--- config.mk ---
export PLATFORM = sky130hd
export DESIGN_NAME = quad_dac_serial_input_port
export DESIGN_NICKNAME = d
export VERILOG_FILES = /design/src/hdl/quad_dac_serial_input_port.v
export VERILOG_INCLUDE_DIRS = /design/src /design/src/hdl
export SDC_FILE = /design/constraint.sdc
export NUM_CORES = 1
export LEC_CHECK = 0
export BUFFER_PORTS_ARGS = -buffer_cell sky130_fd_sc_hd__buf_2
export CORE_UTILIZATION = 50
export DETAILED_ROUTE_END_ITERATION = 7
export PLACE_DENSITY_LB_ADDON = 0.1
export SLEW_MARGIN = 20
export SYNTH_ARGS = -nofsm -noshare
export SYNTH_HDL_FRONTEND = slang
export SYNTH_SLANG_ARGS = --single-unit
--- constraint.sdc ---
create_clock -name clk_sys -period 7.75 [get_ports clk_sys]
set_input_delay 1.9375 -clock clk_sys [delete_from_list [all_inputs] [get_ports clk_sys]]
set_output_delay 1.9375 -clock clk_sys [all_outputs]
set_load 0.005 [all_outputs]
--- src/hdl/quad_dac_map.vh ---
// Constants for the quad DAC serial input port
`ifndef QUAD_DAC_MAP_VH
`define QUAD_DAC_MAP_VH
`define SHIFT_LEN 32
`define WORD_LEN 24
`define CMD_MSB 23
`define CMD_LSB 20
`define CHAN_MSB 19
`define CHAN_LSB 16
`define DATA_MSB 15
`define DATA_LSB 0
`define CMD_WRITE 4'h0
`define CMD_UPDATE 4'h1
`define CMD_WRITE_UPDATE_ALL 4'h2
`define CMD_WRITE_UPDATE 4'h3
`define CMD_POWER_DOWN 4'h4
`define CMD_NOP 4'hF
`define CHAN_ALL 4'hF
`define CODE_RESET 16'h0000
`define SHIFT_RESET 32'h00000000
`endif

--- src/hdl/quad_dac_serial_input_port.v ---
// Serial input port and register bank of a quad DAC
`timescale 1ns/1ps
`include "quad_dac_map.vh"

module quad_dac_serial_input_port (
    input wire clk_sys,
    input wire reset_n,
    input wire async_clear_n,
    input wire shift_clock,
    input wire serial_in,
    input wire select_load_n,
    output reg chain_serial_out,
    output reg [15:0] code_a,
    output reg [15:0] code_b,
    output reg [15:0] code_c,
    output reg [15:0] code_d,
    output reg [3:0] powered_down
);

    // ========================================
    // Reset and clear
    // Either low level clears every flop at once, independent of any clock
    wire rst_n;
    assign rst_n = reset_n & async_clear_n;

    // Release is synchronised: a clear lifting close to an edge could
    // otherwise let the shift register run while the decode is still held
    reg [1:0] clear_sync;
    always @(posedge clk_sys or negedge rst_n) begin
        if (!rst_n) begin
            clear_sync <= 2'h0;
        end else begin
            clear_sync <= {clear_sync[0], 1'b1};
        end
    end

    // Loads and shifts stay blocked for two cycles after release
    wire run_ok;
    assign run_ok = clear_sync[1];

    // ========================================
    // Pin synchronisers
    reg [1:0] sck_sync;
    reg [1:0] data_sync;
    reg [1:0] csl_sync;

    // Shift clock pin, two flops deep before any edge logic
    always @(posedge clk_sys or negedge rst_n) begin
        if (!rst_n) begin
            sck_sync <= 2'h0;
        end else begin
            sck_sync <= {sck_sync[0], shift_clock};
        end
    end

    // Data pin, same depth as the clock so setup at the pin is kept
    always @(posedge clk_sys or negedge rst_n) begin
        if (!rst_n) begin
            data_sync <= 2'h0;
        end else begin
            data_sync <= {data_sync[0], serial_in};
        end
    end

    // Select pin, reset high so the idle line reads as deselected
    always @(posedge clk_sys or negedge rst_n) begin
        if (!rst_n) begin
            csl_sync <= 2'h3;
        end else begin
            csl_sync <= {csl_sync[0], select_load_n};
        end
    end

    // ========================================
    // Edge detection
    // Last levels reset to the idle pin levels, so reset makes no false edge
    reg sck_last;
    reg csl_last;
    always @(posedge clk_sys or negedge rst_n) begin
        if (!rst_n) begin
            sck_last <= 1'b0;
            csl_last <= 1'b1;
        end else begin
            sck_last <= sck_sync[1];
            csl_last <= csl_sync[1];
        end
    end

    // Pin edges are seen three system cycles late; each link clock phase
    // must therefore last at least three system cycles
    wire sck_rise;
    wire sck_fall;
    wire load_rise;
    wire shift_enable;
    assign sck_rise = sck_sync[1] & ~sck_last;
    assign sck_fall = ~sck_sync[1] & sck_last;
    assign shift_enable = sck_rise & ~csl_sync[1] & run_ok;
    assign load_rise = csl_sync[1] & ~csl_last & run_ok;

    // ========================================
    // Shift register and chain output
    reg [31:0] shift_reg;
    // Shifts only while selected; a high select leaves the clock ignored
    always @(posedge clk_sys or negedge rst_n) begin
        if (!rst_n) begin
            shift_reg <= `SHIFT_RESET;
        end else if (shift_enable) begin
            shift_reg <= {shift_reg[30:0], data_sync[1]};
        end
    end

    // Bit 31 has seen 32 rising edges; it is shown on the falling edge,
    // so a downstream part sampling on the rise sees a settled bit
    always @(posedge clk_sys or negedge rst_n) begin
        if (!rst_n) begin
            chain_serial_out <= 1'b0;
        end else if (sck_fall) begin
            chain_serial_out <= shift_reg[`SHIFT_LEN-1];
        end
    end

    // ========================================
    // Command decode from the low 24 bits, so the pad byte never matters
    wire [3:0] cmd;
    wire [3:0] chan;
    wire [15:0] data;
    assign cmd = shift_reg[`CMD_MSB:`CMD_LSB];
    assign chan = shift_reg[`CHAN_MSB:`CHAN_LSB];
    assign data = shift_reg[`DATA_MSB:`DATA_LSB];

    // One-hot channel selection, all four on CHAN_ALL; reserved codes select nothing
    reg [3:0] sel;
    always @* begin
        case (chan)
            4'h0: sel = 4'h1;
            4'h1: sel = 4'h2;
            4'h2: sel = 4'h4;
            4'h3: sel = 4'h8;
            `CHAN_ALL: sel = 4'hF;
            default: sel = 4'h0;
        endcase
    end

    // ========================================
    // Input registers, DAC registers and power state
    reg [15:0] in_reg [0:3];
    reg [15:0] next_in [0:3];
    reg [3:0] do_write;
    reg [3:0] do_update;
    reg [3:0] do_down;
    integer i;
    integer j;

    // Command table; unknown commands behave as no operation
    always @* begin
        do_write = 4'h0;
        do_update = 4'h0;
        do_down = 4'h0;
        case (cmd)
            `CMD_WRITE: do_write = sel;
            `CMD_UPDATE: do_update = sel;
            `CMD_WRITE_UPDATE_ALL: begin
                do_write = sel;
                do_update = 4'hF;
            end
            `CMD_WRITE_UPDATE: begin
                do_write = sel;
                do_update = sel;
            end
            `CMD_POWER_DOWN: do_down = sel;
            `CMD_NOP: do_write = 4'h0;
            default: do_write = 4'h0;
        endcase
        for (i = 0; i < 4; i = i + 1) begin
            next_in[i] = do_write[i] ? data : in_reg[i];
        end
    end

    // Input registers take the word only on the load edge
    always @(posedge clk_sys or negedge rst_n) begin
        if (!rst_n) begin
            for (j = 0; j < 4; j = j + 1) begin
                in_reg[j] <= `CODE_RESET;
            end
        end else if (load_rise) begin
            for (j = 0; j < 4; j = j + 1) begin
                in_reg[j] <= next_in[j];
            end
        end
    end

    // Active codes; an update copies the freshly written input value,
    // so write-and-update needs no second frame
    always @(posedge clk_sys or negedge rst_n) begin
        if (!rst_n) begin
            code_a <= `CODE_RESET;
            code_b <= `CODE_RESET;
            code_c <= `CODE_RESET;
            code_d <= `CODE_RESET;
        end else if (load_rise) begin
            if (do_update[0]) begin
                code_a <= next_in[0];
            end
            if (do_update[1]) begin
                code_b <= next_in[1];
            end
            if (do_update[2]) begin
                code_c <= next_in[2];
            end
            if (do_update[3]) begin
                code_d <= next_in[3];
            end
        end
    end

    // Power-down leaves both register sets alone; any update wakes the
    // channel again in the same load
    always @(posedge clk_sys or negedge rst_n) begin
        if (!rst_n) begin
            powered_down <= 4'h0;
        end else if (load_rise) begin
            powered_down <= (powered_down | do_down) & ~do_update;
        end
    end

endmodule

==> flow_summary.json, run 1 <==
{
  "grt_pass1_vias": 4329,
  "hold_depth": 0,
  "dp_hpwl_um": 8750,
  "core_mm2": 0.0146,
  "io_buffers": 74,
  "syn_inst": 483,
  "power_frac_seq_pct": 52.7,
  "hp-start": "clear_sync[0]",
  "fmax_mhz": 337,
  "maxCapViolCount": 0,
  "areaGrowthSynthToFinish_pct": 13.9,
  "timing.rr.start": "shift_reg[19]",
  "hold_violations": 0,
  "gp_congestion": 0.769,
  "postLayoutCoreUtil_pct": 58.7,
  "startpoint_type": "primary input",
  "track_usage_pct": 19.3,
  "cts.sinks": 175,
  "dieHeight_um": 125,
  "setup-violations-final": 0,
  "r2r_slack_ns": 5.13,
  "wl_per_cell_um": 18.3,
  "synth_edf_count": 0,
  "skew_ns": 0.0106,
  "endpoint_kind": "asynchronous set/reset pin",
  "post_cts_buffers": 0,
  "drt_wl_total_um": 13600,
  "setup.worst_path.start": "reset_n",
  "ys_warn_count": 0,
  "clk_pin_slew_worst_paths_ns": 0.06,
  "avgViaCountPerCell": 5.41,
  "final_common_cell": "mux2_2",
  "die_w_um": 125,
  "ys_ff_latch": 175,
  "hold_class": "reg2reg",
  "status": "completed",
  "grt_pass1_wl_um": 23100,
  "ir_drop_uv": 152,
  "crit_type": "in2async",
  "clkLatencyLatePin_ns": 0.42,
  "synth_area_mm2": 0.00752,
  "layout.nets": 549,
  "path_max_fanout": 69,
  "initial_utilization_pct": 51.5,
  "arrival_ns": 3.41,
  "final_cell_mix": "mux2_2, dfrtp_1, buf_2",
  "rsz0062_at_grt": "no",
  "slew-limit-headroom_pct": 25.8,
  "use_met1_pct": 24.5,
  "required_ns": 8.19,
  "synth_cell_types": 33,
  "cts-buffers-inserted": 17,
  "drive_gt1_share_pct": 60.1,
  "num_io_pins": 75,
  "clock_power_share_pct": 44.3,
  "synth_fp_nets": 489,
  "ys.flop_type": "dfrtp_1",
  "power_frac_comb_pct": 3.0,
  "largest_register_ffs": 64,
  "finalCritPeriodShare_pct": 38.3,
  "fin_setup_tns_ns": 0,
  "drc": 0,
  "cts_tree": "yes",
  "ctsHoldBuffers": 0,
  "root_buffer": "clkbuf_16",
  "firstDrtPassIters": 4,
  "antenna_found_initial": 0,
  "drt_iter0_drc": 179,
  "grt.busiest_layer": "met2",
  "drv_slew": 0,
  "postRouteAntennaNets": 0,
  "syn_area_per_cell_um2": 15.6,
  "via_count": 4004,
  "cts.path.max_buffers": 2,
  "use_met3_pct": 3.91,
  "powerDensity_mw_per_mm2": 215,
  "rows": 44,
  "cts_resized": 0,
  "ys_seq_area_share_pct": 58.3,
  "synthArstFlopShare_pct": 100,
  "grt_max_degree": 70,
  "h-tree-depth": 4,
  "p_int_uw": 1440,
  "ff2ff_path_depth": 4,
  "worst_pin_slew_ns": 1.11,
  "diodes": 0,
  "p_sw_share_pct": 22.0,
  "use_met2_pct": 32.7,
  "overflow": 0,
  "post-route-min-period_ns": 2.97,
  "die_area_mm2": 0.0155,
  "power.switching_uw": 406,
  "p_leak_uw": 0.00449
}
-- per-stage QoR --
stage	instances	hold slack [ns]	instance area (µm²)	setup slack [ns]	power (µW)
CTS	739	0.353	8540	4.68	1870
global route	740	0.359	8560	4.52	1920
finish	740	0.349	8560	4.78	1840
floorplan	483	0.331	7520	0.197	1020
detailed placement	707	0.337	7970	4.23	1050
global placement	707	0.335	7970	4.27	1040
-- cell type report --
type	count	area, µm²
fill	1147	6030
sequential	175	4380
multi-input combinational	271	2980
clock buffer	22	484
timing repair buffer	78	404
tap	184	230
clock inverter	10	86.3
-- critical path, cell delays in order --
cell and delay, ns:
buf_2 0.08, and2_4 0.57, buf_4 0.77
-- cells in the mapped netlist, types with 2 or more instances --
cell	number	share of area (%)
a21oi_1	4	0.27
mux2_2	192	29
buf_6	4	0.60
clkbuf_1	2	0.10
nand2_1	2	0.10
nor4bb_1	2	0.27
nor2_1	5	0.25
mux2_1	24	3.6
dfstp_2	3	1.0
nor4b_2	2	0.40
o211ai_4	3	0.85
buf_4	4	0.40
buf_1	19	0.95
buf_2	8	0.53
nand2_2	3	0.25
o21ai_1	2	0.13
a21oi_2	3	0.35
nand2b_1	4	0.33
dfrtp_1	172	57
nor2_2	2	0.17
or2_2	3	0.25
mux2_4	9	1.8
-- power groups by stage --
stage               clock [µW]  combinational, µW  sequential, µW
finish                     816               56.1             971
CTS                        842               58.1             973
global route               877               64.1             976
floorplan                    0               64.0             958
global placement             0               56.0             987
detailed placement           0               56.9             989
-- worst paths after layout --
kind / end
min in group asynchronous: code_a[15]
max in group clk_sys: powered_down[1]
worst min register to register: clear_sync[1]
worst min-delay path: clear_sync[1]
worst max register to register: code_c[12]
worst max-delay path: code_d[8]
-- layer usage --
layer / vias up / share of wire (%)
li1: 1837 / -
met1: 2105 / 45
met2: 50 / 52
met3: 12 / 2.2
met4: 0 / 1.3
met5: - / 0
-- cell families after synthesis --
logic type                synth area share (%)
AOI/OAI and AO/OA                         1.86
and+or+nand+nor                           2.96
other                                   0.0499
muxes                                     34.1
xor gates and xnor gates                 0.116
buffers and inverters                     2.58
DFF                                       58.3
Note: power is estimated with default switching activity, not from simulation.
==> inputs of run 2 (changes only) <==
==> constraint.sdc (replaced) <==
create_clock -name clk_sys -period 3 [get_ports clk_sys]
set_input_delay 0.75 -clock clk_sys [delete_from_list [all_inputs] [get_ports clk_sys]]
set_output_delay 0.75 -clock clk_sys [all_outputs]
set_load 0.005 [all_outputs]
==> run 2 against run 1 <==
Net effect:
- register-to-register slack worse by 4.4 ns
- largest power group unchanged
- non-clock buffer count is 6 higher
- clock power grew to 2.6 times the previous value
==> flow_summary.json, run 2 (synthesis results as in run 1) <==
{
  "status": "completed",
  "io_buffers": 74,
  "whs_endpoint": "clear_sync[1]",
  "rows": 44,
  "cts_resized": 0,
  "path_common_cell": "mux2_2",
  "p_sw_share_pct": 21.0,
  "grt_pass1_vias": 4284,
  "p_leak_uw": 0.00454,
  "drt_wl_total_um": 13600,
  "timing.rr.start": "shift_reg[17]",
  "die_w_um": 125,
  "hold_depth": 0,
  "largest_register_ffs": 64,
  "pre_cts_ws_ns": 0.709,
  "overflow": 0,
  "finalCritPeriodShare_pct": 76.8,
  "hold_class": "reg2reg",
  "maxCapViolCount": 0,
  "nFillCells": 1143,
  "slew-limit-headroom_pct": 41.9,
  "diodes": 0,
  "core_mm2": 0.0146,
  "die_area_mm2": 0.0155,
  "root_buffer": "clkbuf_16",
  "grt.busiest_layer": "met2",
  "firstDrtPassIters": 4,
  "drv_slew": 0,
  "cts.sinks": 175,
  "grt_max_degree": 59,
  "p_int_uw": 3810,
  "setup_ws_ns": 0.696,
  "clock_power_share_pct": 44.7,
  "r2r-end": "code_c[4]",
  "final_common_cell": "mux2_2",
  "antenna_found_initial": 0,
  "power_frac_seq_pct": 52.1,
  "use_met3_pct": 4.08,
  "cp.depth": 4,
  "grt_pass1_wl_um": 23000,
  "fin_setup_tns_ns": 0,
  "required_ns": 3.30,
  "via_count": 4047,
  "track_usage_pct": 19.2,
  "post_cts_buffers": 0,
  "cts-buffers-inserted": 17,
  "hold_violations": 0,
  "gp_congestion": 0.683,
  "dieHeight_um": 125,
  "dp_hpwl_um": 8830,
  "skew_ns": 0.00846,
  "ctsHoldBuffers": 0,
  "power.switching_uw": 1010,
  "drc": 0,
  "cp_slowest_cell": "o211ai_4",
  "h-tree-depth": 4,
  "powerDensity_mw_per_mm2": 557,
  "use_met1_pct": 24.9,
  "fmax_mhz": 434,
  "setup-violations-final": 0,
  "clk_pin_slew_worst_paths_ns": 0.06,
  "ff2ff_path_depth": 4,
  "crit_buf_inv": 0,
  "crit_chain": "and4_1 > o211ai_4 > mux2_2 > mux2_2",
  "postRouteAntennaNets": 0,
  "max_stage_delay_ns": 0.65,
  "areaGrowthSynthToFinish_pct": 14.8,
  "num_io_pins": 75,
  "path_delay_family": "multiplexers",
  "startpoint_type": "register",
  "wl_per_cell_um": 18.3,
  "layout.nets": 555,
  "rsz0062_at_grt": "no",
  "clkLatencyLatePin_ns": 0.42,
  "use_met2_pct": 31.8,
  "post-route-min-period_ns": 2.30,
  "hp-start": "clear_sync[0]",
  "holdWs_ns": 0.347,
  "endpoint_kind": "register",
  "drt_iter0_drc": 135,
  "crit_type": "reg2reg",
  "arrival_ns": 2.61,
  "r2r_slack_ns": 0.70,
  "drive_gt1_share_pct": 59.8,
  "avgViaCountPerCell": 5.42,
  "power_frac_comb_pct": 3.1,
  "ir_drop_uv": 387,
  "cts.path.max_buffers": 2,
  "cts_tree": "yes",
  "worst_pin_slew_ns": 0.860,
  "final_cell_mix": "mux2_2, dfrtp_1, buf_2",
  "path_max_fanout": 16,
  "initial_utilization_pct": 51.5
}
run 2: cell count changes in the layout (fill, tap and decap cells not counted), moves of 2 or more:
cell and change:
a21oi_2 +2, clkbuf_1 +4, a21oi_4 -2, clkinvlp_4 -3
buf_12 +3, buf_4 +4
run 2: per-stage QoR:
step           total power [µW]  cell area (µm²)  utilization (%)  instances
4_1_cts                    4880             8640             59.2        746
3_5_place_dp               2710             8060             55.2        714
5_1_grt                    5000             8640             59.2        746
2_1_floorplan              2640             7520                -        483
3_3_place_gp               2700             8060             55.2        714
6_report                   4810             8640             59.2        746
run 2: area by class of cell:
| class | instances | area [µm²] | area share [%] |
|---|---|---|---|
| sequential | 175 | 4380 | 50.8 |
| multi-input combinational | 271 | 2960 | 34.3 |
| clock buffer | 26 | 499 | 5.78 |
| timing repair buffer | 84 | 483 | 5.59 |
| tap | 184 | 230 | 2.67 |
| clock inverter | 6 | 80.1 | 0.927 |
run 2: metal layers:
metal  up-vias  share of wire, %
met5         -                 0
met4         0               1.5
met3        19               2.3
met2        52                51
met1      2126                45
li1       1850                 -
run 2: power by group through the flow:
stage	combinational, µW	sequential [µW]	clock, µW
floorplan	166	2470	0
global placement	149	2550	0
detailed placement	156	2560	0
CTS	156	2510	2210
global route	171	2520	2310
finish	151	2510	2150
run 2: worst max path at each step:
stage                   from               end  slack [ns]
6_report       shift_reg[17]         code_c[4]        0.70
5_1_grt        shift_reg[17]         code_c[4]        0.55
4_1_cts        shift_reg[17]         code_c[4]        0.69
3_5_place_dp   shift_reg[17]         code_c[4]        0.71
3_3_place_gp   shift_reg[17]         code_c[3]        0.77
2_1_floorplan        reset_n  chain_serial_out        0.67
